$ cat src/hdl/pwm_combo_pkg.sv
// Shared constants and types for the PWM combinational trigger and output logic block.
//
// Function
// Trigger A is the OR of generator triggers whose A enable bit is set.
// Trigger B is the OR of generator triggers whose B enable bit is set.
// Upper byte of both trigger enable registers reads zero, ignores writes.
// Bits 15-12 pick input one; even code is high output, odd low.
// Bits 11-8 pick input two with the same encoding as input one.
// A selection naming an absent channel feeds constant zero.
// Cells A, C, E drive high pins; cells B, D, F drive low pins.
// Six independent logic cells A to F, each with an identical control register.
// Bit 7 inverts input one, bit 6 inverts input two, before the function.
// Bits 5-4 select OR, AND, XOR; code 11 is reserved.
// Bits 2-0 pick generator 2 to 8; zero disables the cell.
// All enables and control fields clear to zero on reset.
package pwm_combo_pkg;

    // ------------------------------------------------------------------
    // Sizes
    // ------------------------------------------------------------------
    localparam int GEN_COUNT   = 8;
    localparam int LOGIC_COUNT = 6;
    localparam int SRC_COUNT   = 2 * GEN_COUNT;

    // ------------------------------------------------------------------
    // Register byte offsets on the APB
    // ------------------------------------------------------------------
    localparam logic [7:0] ADDR_TRIG_A     = 8'h00;
    localparam logic [7:0] ADDR_TRIG_B     = 8'h04;
    localparam logic [7:0] ADDR_LOGIC_BASE = 8'h08;
    localparam logic [7:0] ADDR_LOGIC_STEP = 8'h04;
    localparam logic [7:0] ADDR_STATUS     = 8'h20;

    // ------------------------------------------------------------------
    // Field positions in a logic control register
    // ------------------------------------------------------------------
    localparam int IN1_SEL_LSB = 12;
    localparam int IN2_SEL_LSB = 8;
    localparam int IN1_INV_BIT = 7;
    localparam int IN2_INV_BIT = 6;
    localparam int FUNC_LSB    = 4;
    localparam int DEST_LSB    = 0;

    // Field positions in the status register.
    localparam int STAT_RESULT_LSB = 0;
    localparam int STAT_TRIG_A_BIT = 8;
    localparam int STAT_TRIG_B_BIT = 9;

    // ------------------------------------------------------------------
    // Reset values and masks
    // ------------------------------------------------------------------
    localparam logic [7:0]  TRIG_RESET       = 8'h00;
    localparam logic [15:0] LOGIC_RESET      = 16'h0000;
    localparam logic [15:0] LOGIC_WRITE_MASK = 16'hFFF7;

    // Sources that exist in this build: bit 2k is generator k+1 high, 2k+1 low.
    localparam logic [15:0] SRC_PRESENT = 16'hFFFF;

    // ------------------------------------------------------------------
    // Combining operations
    // ------------------------------------------------------------------
    typedef enum logic [1:0] {
        FUNC_OR   = 2'b00,
        FUNC_AND  = 2'b01,
        FUNC_XOR  = 2'b10,
        FUNC_RSVD = 2'b11
    } logic_func_t;

endpackage : pwm_combo_pkg

$ cat src/hdl/logic_cell.sv
// One combinatorial logic cell: source selection, polarity, function and destination decode.
`timescale 1ns/10ps
module logic_cell
(
    input  wire logic [15:0] srcPins,   // All sixteen generator high and low outputs.
    input  wire logic [15:0] ctrl,      // This cell's control register.
    output logic             result,    // Function result.
    output logic [7:0]       destMask   // One-hot target generator, zero when disabled.
);

    // ------------------------------------------------------------------
    // Source selection and polarity
    // ------------------------------------------------------------------
    wire logic [3:0] sel1 = ctrl[pwm_combo_pkg::IN1_SEL_LSB +: 4];
    wire logic [3:0] sel2 = ctrl[pwm_combo_pkg::IN2_SEL_LSB +: 4];
    wire logic [2:0] dest = ctrl[pwm_combo_pkg::DEST_LSB +: 3];

    // Absent channels read as zero before the polarity stage.
    wire logic raw1 = srcPins[sel1] & pwm_combo_pkg::SRC_PRESENT[sel1];
    wire logic raw2 = srcPins[sel2] & pwm_combo_pkg::SRC_PRESENT[sel2];
    wire logic in1  = raw1 ^ ctrl[pwm_combo_pkg::IN1_INV_BIT];
    wire logic in2  = raw2 ^ ctrl[pwm_combo_pkg::IN2_INV_BIT];

    wire pwm_combo_pkg::logic_func_t func =
        pwm_combo_pkg::logic_func_t'(ctrl[pwm_combo_pkg::FUNC_LSB +: 2]);

    // ------------------------------------------------------------------
    // Function; the reserved code gives a constant low result.
    // ------------------------------------------------------------------
    always_comb
    begin
        unique case (func)
            pwm_combo_pkg::FUNC_OR:   result = in1 | in2;
            pwm_combo_pkg::FUNC_AND:  result = in1 & in2;
            pwm_combo_pkg::FUNC_XOR:  result = in1 ^ in2;
            pwm_combo_pkg::FUNC_RSVD: result = 1'b0;
        endcase
    end

    // Destination code zero assigns no pin; codes 1 to 7 are generators 2 to 8.
    assign destMask = (dest == 3'h0) ? 8'h00 : (8'h01 << dest);

endmodule : logic_cell

$ cat src/hdl/pwm_combo_logic.sv
// Combinational trigger and combinatorial PWM output logic with an APB register port.
//
// Our own choices: register access over APB and the placing of the registers.
`timescale 1ns/10ps
module pwm_combo_logic
(
    input  wire logic        clk,          // System clock, 10 MHz.
    input  wire logic        reset,        // Asynchronous reset, active high.
    input  wire logic        psel,         // APB select.
    input  wire logic        penable,      // APB enable.
    input  wire logic        pwrite,       // APB direction, high for write.
    input  wire logic [7:0]  paddr,        // APB byte address.
    input  wire logic [31:0] pwdata,       // APB write data.
    input  wire logic [3:0]  pstrb,        // APB write byte strobes.
    output logic [31:0]      prdata,       // APB read data.
    output logic             pready,       // APB ready.
    output logic             pslverr,      // APB error on unmapped address.
    input  wire logic [7:0]  genTrigger,   // Trigger output of each generator.
    input  wire logic [7:0]  genHighIn,    // High output of each generator.
    input  wire logic [7:0]  genLowIn,     // Low output of each generator.
    output logic [7:0]       genHighOut,   // High pins after logic override.
    output logic [7:0]       genLowOut,    // Low pins after logic override.
    output logic             comboTrigA,   // Combinational trigger A.
    output logic             comboTrigB    // Combinational trigger B.
);

    // ------------------------------------------------------------------
    // Configuration and output state
    // ------------------------------------------------------------------
    logic [7:0]  trigAEn_r;
    logic [7:0]  trigBEn_r;
    logic [15:0] logicCtl_r [pwm_combo_pkg::LOGIC_COUNT];
    logic [31:0] prdata_r;
    logic [7:0]  genHighOut_r;
    logic [7:0]  genLowOut_r;
    logic        comboTrigA_r;
    logic        comboTrigB_r;

    // ------------------------------------------------------------------
    // APB decode
    // ------------------------------------------------------------------
    wire logic setupPhase  = psel & ~penable;
    wire logic accessPhase = psel & penable;
    wire logic aligned     = (paddr[1:0] == 2'b00);
    wire logic hitTrigA    = aligned & (paddr == pwm_combo_pkg::ADDR_TRIG_A);
    wire logic hitTrigB    = aligned & (paddr == pwm_combo_pkg::ADDR_TRIG_B);
    wire logic hitStatus   = aligned & (paddr == pwm_combo_pkg::ADDR_STATUS);
    wire logic writeNow    = accessPhase & pwrite;

    // One select line for each logic control register.
    logic [pwm_combo_pkg::LOGIC_COUNT-1:0] hitLogic;

    genvar gi;
    generate
        for (gi = 0; gi < pwm_combo_pkg::LOGIC_COUNT; gi++)
        begin : g_decode
            localparam logic [7:0] OFFS = 8'(pwm_combo_pkg::ADDR_LOGIC_BASE
                                          + pwm_combo_pkg::ADDR_LOGIC_STEP * gi);
            assign hitLogic[gi] = aligned & (paddr == OFFS);
        end
    endgenerate

    wire logic mapped = hitTrigA | hitTrigB | hitStatus | (|hitLogic);

    // Zero wait states; read data was captured during the setup cycle.
    assign pready  = 1'b1;
    assign pslverr = accessPhase & ~mapped;
    assign prdata  = prdata_r;

    // ------------------------------------------------------------------
    // Logic cells A to F
    // ------------------------------------------------------------------
    logic [15:0] srcPins;
    logic [pwm_combo_pkg::LOGIC_COUNT-1:0] cellResult;
    logic [7:0] cellDest [pwm_combo_pkg::LOGIC_COUNT];

    generate
        for (gi = 0; gi < pwm_combo_pkg::GEN_COUNT; gi++)
        begin : g_src
            assign srcPins[2*gi]   = genHighIn[gi];
            assign srcPins[2*gi+1] = genLowIn[gi];
        end
        for (gi = 0; gi < pwm_combo_pkg::LOGIC_COUNT; gi++)
        begin : g_cell
            logic_cell u_cell
            (
                .srcPins  (srcPins),
                .ctrl     (logicCtl_r[gi]),
                .result   (cellResult[gi]),
                .destMask (cellDest[gi])
            );
        end
    endgenerate

    // ------------------------------------------------------------------
    // Pin override; when two cells name one pin, the earlier letter wins.
    // ------------------------------------------------------------------
    logic [7:0] highNxt;
    logic [7:0] lowNxt;

    always_comb
    begin
        highNxt = genHighIn;
        lowNxt  = genLowIn;
        for (int c = pwm_combo_pkg::LOGIC_COUNT - 1; c >= 0; c--)
        begin
            for (int g = 0; g < pwm_combo_pkg::GEN_COUNT; g++)
            begin
                if (cellDest[c][g])
                begin
                    if (c % 2 == 0)
                    begin
                        highNxt[g] = cellResult[c];
                    end
                    else
                    begin
                        lowNxt[g] = cellResult[c];
                    end
                end
            end
        end
    end

    // ------------------------------------------------------------------
    // Combinational triggers
    // ------------------------------------------------------------------
    wire logic trigANxt = |(genTrigger & trigAEn_r);
    wire logic trigBNxt = |(genTrigger & trigBEn_r);

    // ------------------------------------------------------------------
    // Read data selection
    // ------------------------------------------------------------------
    logic [31:0] readMux;
    logic [31:0] statusWord;

    always_comb
    begin
        statusWord = 32'h0000_0000;
        statusWord[pwm_combo_pkg::STAT_RESULT_LSB +: 6] = cellResult;
        statusWord[pwm_combo_pkg::STAT_TRIG_A_BIT] = comboTrigA_r;
        statusWord[pwm_combo_pkg::STAT_TRIG_B_BIT] = comboTrigB_r;
    end

    always_comb
    begin
        readMux = 32'h0000_0000;
        if (hitTrigA)
        begin
            readMux = {24'h00_0000, trigAEn_r};
        end
        else if (hitTrigB)
        begin
            readMux = {24'h00_0000, trigBEn_r};
        end
        else if (hitStatus)
        begin
            readMux = statusWord;
        end
        for (int c = 0; c < pwm_combo_pkg::LOGIC_COUNT; c++)
        begin
            if (hitLogic[c])
            begin
                readMux = {16'h0000, logicCtl_r[c]};
            end
        end
    end

    // ------------------------------------------------------------------
    // Trigger enable registers; only the low byte exists.
    // ------------------------------------------------------------------
    always_ff @(posedge clk or posedge reset)
    begin
        if (reset)
        begin
            trigAEn_r <= pwm_combo_pkg::TRIG_RESET;
            trigBEn_r <= pwm_combo_pkg::TRIG_RESET;
        end
        else
        begin
            if (writeNow && hitTrigA && pstrb[0])
            begin
                trigAEn_r <= pwdata[7:0];
            end
            if (writeNow && hitTrigB && pstrb[0])
            begin
                trigBEn_r <= pwdata[7:0];
            end
        end
    end

    // ------------------------------------------------------------------
    // Logic control registers; bit 3 is unimplemented.
    // ------------------------------------------------------------------
    generate
        for (gi = 0; gi < pwm_combo_pkg::LOGIC_COUNT; gi++)
        begin : g_ctl
            wire logic [15:0] laneMask = {{8{pstrb[1]}}, {8{pstrb[0]}}}
                                         & pwm_combo_pkg::LOGIC_WRITE_MASK;
            wire logic [15:0] ctlNxt = (logicCtl_r[gi] & ~laneMask)
                                       | (pwdata[15:0] & laneMask);

            always_ff @(posedge clk or posedge reset)
            begin
                if (reset)
                begin
                    logicCtl_r[gi] <= pwm_combo_pkg::LOGIC_RESET;
                end
                else if (writeNow && hitLogic[gi])
                begin
                    logicCtl_r[gi] <= ctlNxt;
                end
            end
        end
    endgenerate

    // ------------------------------------------------------------------
    // Read data capture in the setup cycle.
    // ------------------------------------------------------------------
    always_ff @(posedge clk or posedge reset)
    begin
        if (reset)
        begin
            prdata_r <= 32'h0000_0000;
        end
        else if (setupPhase && !pwrite)
        begin
            prdata_r <= readMux;
        end
    end

    // ------------------------------------------------------------------
    // Registered pin and trigger outputs.
    // ------------------------------------------------------------------
    always_ff @(posedge clk or posedge reset)
    begin
        if (reset)
        begin
            genHighOut_r <= 8'h00;
            genLowOut_r  <= 8'h00;
            comboTrigA_r <= 1'b0;
            comboTrigB_r <= 1'b0;
        end
        else
        begin
            genHighOut_r <= highNxt;
            genLowOut_r  <= lowNxt;
            comboTrigA_r <= trigANxt;
            comboTrigB_r <= trigBNxt;
        end
    end

    assign genHighOut = genHighOut_r;
    assign genLowOut  = genLowOut_r;
    assign comboTrigA = comboTrigA_r;
    assign comboTrigB = comboTrigB_r;

endmodule : pwm_combo_logic

$ cat config.mk
export PLATFORM = sky130hd
export DESIGN_NAME = pwm_combo_logic
export DESIGN_NICKNAME = d
export VERILOG_FILES = /design/src/hdl/pwm_combo_pkg.sv /design/src/hdl/logic_cell.sv /design/src/hdl/pwm_combo_logic.sv
export SDC_FILE = /design/constraint.sdc
export NUM_CORES = 1
export LEC_CHECK = 0
export ABC_CLOCK_PERIOD_IN_PS = 4800
export BUFFER_PORTS_ARGS = -buffer_cell sky130_fd_sc_hd__clkbuf_2
export CAP_MARGIN = 0
export CORE_UTILIZATION = 60
export CTS_BUF_LIST = sky130_fd_sc_hd__clkbuf_8
export DETAILED_ROUTE_END_ITERATION = 8
export PLACE_DENSITY = 0.83
export SYNTH_ARGS = -nofsm -noshare
export SYNTH_HDL_FRONTEND = slang
export SYNTH_SLANG_ARGS = --single-unit
$ cat constraint.sdc
create_clock -name clk -period 4.8 [get_ports clk]
set_input_delay 0 -clock clk [delete_from_list [all_inputs] [get_ports clk]]
set_output_delay 0 -clock clk [all_outputs]
set_load 0.1 [all_outputs]
Word-level counts from Yosys, hierarchy flattened
Memory sizes are Yosys's and may differ from the RTL's.
Cells that the tools add are included.
{ "totals": {"ff_bits": 162, "latchBits": 0, "ram_bits": 0, "mem_bits_ro": 192, "input_bits": 73, "output_inout_bits": 52, "wordCells": 279, "memories": 12} }
{ "op_classes": {"add_sub_neg": 0, "multipliers": 0, "div": 0, "n_lt_le_gt_ge": 12, "eq_ne": 26, "shift": 6, "mux": 105, "bitwise": 76, "n_reduce_logical": 29} }
{ "memory_table": {"columns": ["memory", "words", "width", "read_ports", "rd_clocked_by_memory_dff", "wr", "line_no", "text"], "rows": [
  ["(no name shown)", 16, 1, 1, 0, 0, "logic_cell.sv:19", "wire logic raw1 = srcPins[sel1] & pwm_combo_pkg::SRC_PRESENT[sel1];"],
  ["(no name shown)", 16, 1, 1, 0, 0, "logic_cell.sv:20", "wire logic raw2 = srcPins[sel2] & pwm_combo_pkg::SRC_PRESENT[sel2];"],
  ["(no name shown)", 16, 1, 1, 0, 0, "logic_cell.sv:19", null],
  ["(no name shown)", 16, 1, 1, 0, 0, "logic_cell.sv:20", null],
  ["(no name shown)", 16, 1, 1, 0, 0, "logic_cell.sv:19", null],
  ["(no name shown)", 16, 1, 1, 0, 0, "logic_cell.sv:19", null],
  ["+6 memories", null, null, null, null, null, null, null]
]} }
{ "ops": {"columns": ["operator", "count"], "rows": [
  ["2-to-1 mux 32 bit", 6],
  ["AND 16 bit", 7],
  ["OR 16 bit", 6],
  ["2-to-1 mux 1 bit", 72],
  ["< comparator 4 x 5 -> 1 bit, second input constant", 12],
  ["binary-select mux 1 bit (select 4 bit)", 12],
  ["2-to-1 mux 8 bit", 6],
  ["<< shifter 1 x 3 -> 8 bit, first input constant", 6],
  ["equality test 8 x 5 -> 1 bit, second input constant", 4],
  ["AND 1 bit", 31],
  ["2-to-1 mux 10 bit", 3],
  ["equality test 2 bit, second input constant", 12],
  ["case mux 1 bit (4 select lines)", 6],
  ["logical NOT 3 bit", 6],
  ["XOR 1 bit", 18],
  ["AND 8 bit", 2],
  ["equality test 8 x 4 -> 1 bit, second input constant", 2],
  ["NOT 16 bit", 1],
  ["OR reduction 8 bit", 2],
  ["logical NOT 2 bit", 7],
  ["equality test 2 x 1 -> 1 bit, second input constant", 6],
  ["logical AND 1 bit", 11],
  ["OR 1 bit", 9],
  ["equality test 8 x 3 -> 1 bit, second input constant", 1],
  ["other kinds (5)", 6]
]} }

Logic depth before layout (Yosys ltp)
Gate-level depths: netlist of run 1.
{ "depth": {"depth_word": 15, "mapped_depth": 12, "depth_no_buf": 11} }

By module
Synthesis of run 1 repeated with hierarchy kept, for this count alone.
{ "unflattened": {"hier_cells": 811, "area_unflattened_um2": 9572.9} }
{ "by_module_without_submodules": {"columns": ["mod", "n_inst", "cells_each", "area_each_um2", "seq_area_each_um2"], "rows": [
  ["pwm_combo_logic", 1, 631, 7143.1, 3503.4],
  ["logic_cell (g_cell[2].u_cell ...)", 4, 30, 404.1, 0.0],
  ["logic_cell (g_cell[0].u_cell ...)", 2, 30, 406.6, 0.0]
]} }

Worst setup path before layout of run 1
No wires, ideal clock.
{ "synth_path": {"path_kind": "register -> register", "start": "register (tool-made name)", "end": "register genLowOut_r[5] (netlist: genLowOut[5])", "setup_time_ns": 0.082, "t_arrival_ns": 2.856, "required_time_ns": 4.718, "path_slack_ns": 1.863, "path_stages_with_launch": 12, "path_buffers": 1, "period_less_slack_ns": 2.937, "path_cell_list": "dfrtp_1 > clkbuf_1 > mux4_2 > mux2_2 > a21oi_1 > xnor2_1 > ha_1 > nor2b_1 > o32a_1 > a221oi_1 > a221oi_1 > a31oi_1"} }
{ "synth_rtl": {"columns": ["element", "line_no", "text"], "rows": [
  ["to (signal assigned)", "pwm_combo_logic.sv:246", "genLowOut_r <= lowNxt;"],
  ["to (decl)", "pwm_combo_logic.sv:35", "logic [7:0] genLowOut_r;"]
]} }

==> results of run 1 <==
==> layer usage <==
metal | vias up | GRT usage, %
met3 | 152 | 10.5
met1 | 3734 | 45.9
li1 | 3201 | -
met2 | 623 | 55.4
met4 | 0 | 22.7
met5 | - | 0
==> synthesized netlist by cell type (9+ instances only) <==
master	n
xor2_1	12
nor2b_1	27
nor2_1	47
mux2i_1	25
a221oi_1	14
mux4_2	52
mux2_1	32
nor3b_1	13
buf_4	18
a31oi_1	11
nand3_1	10
o22ai_1	17
o21ai_0	19
nand4_1	9
mux2_2	97
xnor2_1	12
clkbuf_1	47
dfrtp_1	140
a21oi_1	40
a211oi_1	10
ha_1	12
nand2_1	47
==> through the flow <==
step,power [mW],hold WS [ns]
3_3_place_gp,1.76,0.251
5_1_grt,3.09,0.0580
4_1_cts,2.99,0.0159
3_5_place_dp,1.76,0.251
6_report,3.01,0.0412
2_1_floorplan,1.64,0.0314
==> logic make-up (layout without fill, tap and decap cells) <==
logic type | count (synthesis) | after routing | synth area share [%]
buf+inv | 84 | 160 | 4.26
compound gates | 147 | 147 | 10.5
xor+xnor | 24 | 24 | 2.29
simple gates | 195 | 195 | 11.8
mux | 206 | 206 | 31.3
other cells | 2 | 17 | 0.0818
fa+ha+maj | 12 | 12 | 1.63
flops | 140 | 140 | 38.1
==> final cells by class <==
cell class	instances	area, um2	share of cell area (%)
multi-input combinational	601	5350	51.5
inverter	8	35.0	0.337
sequential	140	3500	33.7
clock inverter	12	240	2.31
clock buffer	20	275	2.65
timing repair buffer	120	746	7.18
tap	184	230	2.22
==> worst reg2reg max path: cells and delay by family (launching register included) <==
family                     cells  cell delay [ns]
AOI/OAI and AO/OA              5             1.70
xor gates and xnor gates       1             0.15
adders and majority gates      1             0.32
DFF                            1             0.51
muxes                          2             0.82
and+or+nand+nor                1             0.05
==> worst min-delay path by stage <==
stage,start,to,cells past startpoint
2_1_floorplan,genHighIn[0],genHighOut[0],0
3_3_place_gp,reset,asynchronous set/reset pin,2
3_5_place_dp,reset,genLowOut[6],2
4_1_cts,paddr[1],prdata[7],4
5_1_grt,paddr[0],prdata[7],4
6_report,paddr[0],prdata[7],4
==> power by group through the flow <==
stage	combinational, mW	clock [mW]	sequential (mW)
detailed placement	0.514	0	1.25
floorplan	0.260	0	1.38
finish	0.545	1.24	1.23
CTS	0.533	1.23	1.23
global placement	0.507	0	1.25
global route	0.565	1.29	1.23
==> impl_metrics.ini, run 1 <==
[setup_path]
cp.depth = 10
critPathBufInv = 0
reg2reg_setup_slack_ns = 1.17
worst_r2r_path_depth = 10
reg2reg_to = prdata[5]
cp-endpoint = prdata[5]
cp_data_required_time_ns = 5.19
critPathSlowestCell = a21oi_1
worstPathCellList = mux4_2 > mux2_2 > a21oi_1 > xnor2_1 > ha_1 > nor2b_1 > o32a_1 > o21ai_0 > o311ai_0 > a31oi_1
critPathKind = register to register
cp_max_fo = 8
max_stage_delay_ns = 0.56
cp_top_family = compound AO/OA/AOI/OAI gates
startpoint_type = register
cp-end-kind = register
cp.arrival_ns = 4.02

[final_layout]
final_nets = 973
final_common_cell = dfrtp_1
instances_no_fill = 1085
drive_gt1_share_pct = 31.9
antenna_cells = 0
fin_util_pct = 70.4
final_area_um2 = 10400
syn_to_final_growth_pct = 13.0
nFillCells = 1017
mostFrequentLayoutCells = dfrtp_1 (140), mux2_2 (97), clkbuf_2 (89)

[detailed_routing]
drt-initial-drc-count = 1154
antenna_left = 0
wl_per_cell_um = 25.4
dr.pass1.iters = 6
drcViolationCount = 0
vias = 7710
route.met3.wl_um = 3500
vias_per_cell = 7.11
wirelength_um = 27500
top_layer = met4
drt-met1-wl_um = 9780
met2_length_um = 12500

[timing]
report.final.setup_viol = 0
slew-limit-headroom_pct = 29.4
final_max_slew_viol_count = 0
rsz0062_at_grt = false
fin_ws_ns = 1.17
skew_ns = 0.00931
max_freq_mhz = 275
setup_tns_ns = 0
min_period_ns = 3.63
post-route-period-util_pct = 75.7
finalHoldViolCount = 0
worst_pin_slew_ns = 1.05

[grt]
overflow = 0
grt_usage_pct = 36.4
grt_pass1_vias = 7651
grt_pass1_wl_um = 42800
grt_start_max_net_pins = 99
grt_antenna_before_repair = 0

[yosys]
synth_cells = 810
syn_area_um2 = 9190
ys_ff_latch = 140
yosys-top-cells-area = dfrtp_1 (38%), mux4_2 (13%), mux2_2 (12%), mux2_1 (3.9%), mux2i_1 (2.7%)
seq_area_frac_synth_pct = 38.1
synth_top_area_share_pct = 38.1
synth_edf_count = 0
async_reset_ff_share_pct = 100
synth_cell_type_count = 55
avgSynthCellArea_um2 = 11.3
ys_warn_count = 0
synth-main-ff-cell = dfrtp_1
synth_largest_area_cell = dfrtp_1

[pwr]
ir_drop_mv = 0.245
pwr_density_cell_nw_per_um2 = 290
p_clk_share_pct = 41.2
power.internal_mw = 2.10
p_switching_mw = 0.910
p_sw_share_pct = 30.2
pwr-share-seq_pct = 40.8
p_leak_nw = 4.71
pwr-share-comb_pct = 18.1

[floorplan]
die_w_um = 126
die_area_um2 = 15800
die_h_um = 126
coreArea_um2 = 14800
top_level_ports = 125
num_rows = 44
initial_core_util_pct = 62.3

[min_path]
min_path_type = primary input to register

[cts]
clk_pin_slew_ns = 0.08
clock-sinks = 140
htree_num_levels = 4
cts_buffers = 17
clockBufferDepth = 2
cts_tree = built
ctsHoldBuffers = 27
post_cts_buffers = 0
cts_root_buf = clkbuf_8
post_cts_resized = 0
clock_latency_ns = 0.47

[outcome]
status = finished, final reports clean

[run]
maxCapViolCount = 0

[place]
port_buffers = 89
hpwlAfterDp_um = 17900
dpl_cell_area_um2 = 9600
gp_congestion = 0.902
placedCellCount = 1026
dp_slack_ns = 1.30
No activity file was read; power rests on OpenSTA's default activity.
==> run 2, diff against run 1 <==
ABC_CLOCK_PERIOD_IN_PS = 3810   (was 4800)
clock period = 3.81 ns   (was 4.8 ns; I/O delays follow)
==> run 2 against run 1 <==
Clock power barely moved. Clock-buffer cell count fell by 2. Register-to-register slack got worse by 0.82 ns. Core utilization fell by 0.79 points. Final cell count barely moved. Setup slack got worse by 0.82 ns. Non-clock buffer count did not move.
==> impl_metrics.ini, run 2 (synthesis gave the netlist of run 1 again) <==
[pwr]
p_total_mw = 3.47
pwr_density_cell_nw_per_um2 = 338
p_leak_nw = 4.64
ir_drop_mv = 0.302

[final_layout]
antenna_cells = 0
mostFrequentLayoutCells = dfrtp_1 (140), mux2_2 (97), clkbuf_2 (89)
syn_to_final_growth_pct = 11.8
nFillCells = 1046
fin_util_pct = 69.6
drive_gt1_share_pct = 31.8
final_nets = 973
final_common_cell = dfrtp_1

[timing]
min_period_ns = 3.46
final_max_slew_viol_count = 0
finalHoldViolCount = 0
rsz0062_at_grt = false
worst_pin_slew_ns = 0.999
slew-limit-headroom_pct = 33.4
fin_ws_ns = 0.347
skew_ns = 0.0106
report.final.setup_viol = 0
max_freq_mhz = 289
holdWs_ns = 0.0554
setup_tns_ns = 0
post-route-period-util_pct = 90.9

[cts]
post_cts_buffers = 0
cts_root_buf = clkbuf_8
htree_num_levels = 4
cts_buffers = 17
clockBufferDepth = 2
clk_pin_slew_ns = 0.08
clock_latency_ns = 0.47
ctsHoldBuffers = 27
cts_tree = built
clock-sinks = 140
post_cts_resized = 0

[floorplan]
initial_core_util_pct = 62.3
die_h_um = 126
die_area_um2 = 15800
die_w_um = 126
num_rows = 44
top_level_ports = 125
coreArea_um2 = 14800

[min_path]
min_path_type = primary input to register
hold_depth = 4

[setup_path]
cp-end-kind = register
critPathKind = register to register
reg2reg_setup_slack_ns = 0.35
startpoint_type = register
cp.arrival_ns = 3.85
worst_r2r_path_depth = 10
cp_max_fo = 8
cp_data_required_time_ns = 4.20

[grt]
grt_pass1_vias = 7543
grt_usage_pct = 35.5
grt_antenna_before_repair = 0
overflow = 0
grt_pass1_wl_um = 41900
grt_start_max_net_pins = 110

[place]
port_buffers = 89
dp_slack_ns = 0.449
gp_congestion = 0.903
hpwlAfterDp_um = 17700

[detailed_routing]
dr.pass1.iters = 5
vias_per_cell = 7.12
vias = 7716
antenna_left = 0
drt-initial-drc-count = 948
wirelength_um = 26900
wl_per_cell_um = 24.8
drcViolationCount = 0

[outcome]
status = finished, final reports clean

[run]
maxCapViolCount = 0
==> run 2: cell count changes in the layout (fill, tap and decap cells not counted) <==
cell,delta
clkinvlp_4,+4
bufinv_16,-4
clkinv_2,+2
clkbuf_8,-2
clkinv_4,-1
==> run 2: critical path, stage by stage, from the launching register on <==
cell and delay, ns:
dfrtp_1 0.51, mux4_2 0.55, mux2_2 0.27, a21oi_1 0.50, xnor2_1 0.13, ha_1 0.30
nor2b_1 0.05, o32a_1 0.48, o21ai_0 0.27, o311ai_0 0.16, a31oi_1 0.17
==> run 2: routing by layer <==
layer | vias up | part of all wire (%) | wire, um | global-route usage, %
met5 | - | 0 | 0 | 0
met4 | 0 | 5.8 | 1560 | 20.7
met3 | 151 | 12 | 3340 | 10.8
met2 | 620 | 46 | 12300 | 54.4
met1 | 3758 | 36 | 9660 | 44.8
li1 | 3187 | - | - | -
==> run 2: report_power, final <==
| part | switching [mW] | internal, mW | total [mW] |
|---|---|---|---|
| combinational | 0.509 | 0.172 | 0.681 |
| clock | 0.591 | 0.651 | 1.24 |
| sequential | 0.0285 | 1.52 | 1.55 |
==> run 2: final cells by class <==
type	instances	area (um2)	share of cell area [%]
Clock buffer	18	248	2.41
Clock inverter	13	151	1.47
Inverter	8	35.0	0.341
Multi-Input combinational cell	601	5350	52.1
Sequential cell	140	3500	34.1
Tap cell	184	230	2.24
Timing Repair Buffer	120	746	7.26
==> run 2: final timing paths <==
kind	startpoint	to
max reg2reg	register	prdata[5]
min in group asynchronous	reset	prdata[11]
min	paddr[0]	prdata[7]
min reg2reg	prdata[12]	prdata[12]
max in group asynchronous	reset	trigBEn_r[6]
max	register	prdata[5]
==> run 2: metrics by stage <==
| step | instances | cell area (um2) |
|---|---|---|
| 2_1_floorplan | 825 | 9240 |
| 3_3_place_gp | 1026 | 9600 |
| 3_5_place_dp | 1026 | 9600 |
| 4_1_cts | 1084 | 10300 |
| 5_1_grt | 1084 | 10300 |
| 6_report | 1084 | 10300 |
==> run 3, diff against run 2 <==
ABC_CLOCK_PERIOD_IN_PS = 4300   (was 3810)
CORE_UTILIZATION = 65   (was 60)
PLACE_DENSITY = 0.88   (was 0.83)
SYNTH_HIERARCHICAL = 1   (was unset)
clock period = 4.3 ns   (was 3.81 ns; I/O delays follow)
==> run 3 against run 2 <==
First-iteration DRC count is 5.1% higher. Combinational power is 12% lower. Cell area is 4.4% higher.
==> impl_metrics.ini, run 3 <==
[yosys]
seq_area_frac_synth_pct = 36.6
synth_compound_area_share_pct = 9.87
synth_cells = 811
synth_xor_area_share_pct = 2.20
synth_top_area_share_pct = 36.6
synth_top_family_by_area = multiplexers
synthAdderAreaFrac_pct = 1.57
synth_cell_type_count = 60
synth.most_common_cell = dfrtp_1
yosys-top-cells-area = dfrtp_1 (37%), mux4_1 (13%), mux2_2 (10%), mux2_4 (3.5%), mux2i_1 (3.1%)
synth_largest_area_cell = dfrtp_1
syn_area_um2 = 9570
synth-main-ff-cell = dfrtp_1
async_reset_ff_share_pct = 100
avgSynthCellArea_um2 = 11.8
ys_ff_latch = 140
synth.area.mux_share_pct = 33.2
ys_warn_count = 6
yosys.area_share.simple_pct = 12.1
synth_edf_count = 0
ys_top_cells_by_count = dfrtp_1 (140), mux2_2 (88), o21ai_0 (53), mux4_1 (48), nand2_1 (46)

[cts]
clk_pin_slew_ns = 0.08
cts_root_buf = clkbuf_8
post_cts_resized = 0
cts_buffers = 17
ctsHoldBuffers = 24
post_cts_buffers = 0
cts_tree = built
clockBufferDepth = 2
htree_num_levels = 4
clock-sinks = 140
clock_latency_ns = 0.48

[place]
port_buffers = 89
placedCellCount = 1047
gp_congestion = 0.998
hpwlAfterDp_um = 18600
dp_slack_ns = 0.849
dpl_cell_area_um2 = 10000

[final_layout]
mostFrequentLayoutCells = dfrtp_1 (140), clkbuf_2 (89), mux2_2 (88)
syn_to_final_growth_pct = 12.0
fin_util_pct = 76.0
final_nets = 995
final_area_um2 = 10700
antenna_cells = 0
final_common_cell = dfrtp_1
drive_gt1_share_pct = 29.5
instances_no_fill = 1102

[setup_path]
reg2reg_to = prdata[4]
cp_max_fo = 9
startpoint_type = register
reg2reg_setup_slack_ns = 0.69
max_stage_delay_ns = 0.68
critPathSlowestCell = o22ai_1
worst_r2r_path_depth = 9
cp_data_required_time_ns = 4.66
critPathKind = register to register
worstPathCellList = mux4_1 > mux4_2 > xor2_1 > ha_1 > mux2i_1 > o22ai_1 > a221o_1 > nand3_1 > a211oi_1
cp-end-kind = register
cp.arrival_ns = 3.96

[timing]
rsz0062_at_grt = false
fin_ws_ns = 0.694
post-route-period-util_pct = 83.9
holdWs_ns = 0.0292
max_freq_mhz = 277
skew_ns = 0.0156
slew-limit-headroom_pct = 23.4
report.final.setup_viol = 0
min_period_ns = 3.61
worst_pin_slew_ns = 1.14
finalHoldViolCount = 0
setup_tns_ns = 0
final_max_slew_viol_count = 0

[min_path]
hold_depth = 4
min_to = prdata[9]
min_path_type = primary input to register
holdCritStartpoint = penable

[pwr]
ir_drop_mv = 0.246
p_leak_nw = 4.85
p_switching_mw = 1.01
power.internal_mw = 2.19
p_total_mw = 3.20
p_sw_share_pct = 31.6
p_clk_share_pct = 38.4
pwr-share-seq_pct = 42.8
pwr_density_cell_nw_per_um2 = 299
pwr-share-comb_pct = 18.8

[detailed_routing]
vias = 7915
antenna_left = 0
wl_per_cell_um = 25.5
vias_per_cell = 7.18
drt-initial-drc-count = 996
drcViolationCount = 0
wirelength_um = 28100
dr.pass1.iters = 7

[outcome]
status = finished, final reports clean

[grt]
grt_start_max_net_pins = 99
overflow = 0
grt_pass1_wl_um = 42900
grt_usage_pct = 39.0
grt_antenna_before_repair = 0
grt_pass1_vias = 7749

[floorplan]
num_rows = 43
coreArea_um2 = 14100
initial_core_util_pct = 67.9
die_w_um = 123
top_level_ports = 125
die_area_um2 = 15200
die_h_um = 123

[run]
maxCapViolCount = 0
## run 3: changes by cell type in the layout (fill, tap and decap cells not counted), sizes merged, moves of 7 or more
| cell | change |
|---|---|
| mux2 | -19 |
| mux4 | +9 |
| a221oi | -13 |
| and2 | +7 |
| o21ai | +34 |
| o22ai | -9 |
| nor3b | +7 |
| a31oi | -9 |
| a221o | +7 |
| inv | +10 |
| nor2b | -24 |
## run 3: worst max path at each step
stage | to | slack (ns)
after global placement | prdata[4] | 0.97
after floorplan | asynchronous set/reset pin | 0.55
after global routing | genLowOut[7] | 0.66
final | prdata[4] | 0.69
after detailed placement | prdata[4] | 0.85
after CTS | prdata[4] | 0.81
## run 3: power by group through the flow
stage	sequential, mW	clock (mW)	combinational (mW)
2_1_floorplan	1.54	0	0.278
3_3_place_gp	1.39	0	0.559
3_5_place_dp	1.39	0	0.569
4_1_cts	1.37	1.23	0.588
5_1_grt	1.37	1.29	0.626
6_report	1.37	1.23	0.602
## run 3: cell families after synthesis
family / count (synthesis)
AO/OA/AOI/OAI: 154
XOR/XNOR: 24
adder cells (fa/ha/maj): 12
buffers and inverters: 74
flip-flops: 140
multiplexers: 201
other: 8
AND/OR/NAND/NOR: 198
## run 3: cell type report
type	count	area (um2)
multi-input cells	612	5730
repair buffers	121	746
inverters	18	72.6
clock buffers	18	248
fillers	902	3380
flip-flops and latches	140	3500
well taps	180	225
clock inverters	13	199
## run 3: metal layers
| layer | up-vias | global-route usage (%) | wire length [um] |
|---|---|---|---|
| li1 | 3273 | - | - |
| met1 | 3833 | 49.1 | 9960 |
| met2 | 661 | 59.8 | 13000 |
| met3 | 148 | 13.1 | 3720 |
| met4 | 0 | 20.5 | 1470 |
| met5 | - | 0 | 0 |
## run 3: critical path: cells and delay by family (launching register included)
kind	cells	cell delay, ns
XOR/XNOR	1	0.18
flip-flops	1	0.48
AND/OR/NAND/NOR	1	0.08
adder cells (fa/ha/maj)	1	0.28
AO/OA/AOI/OAI	3	1.26
multiplexers	3	1.21
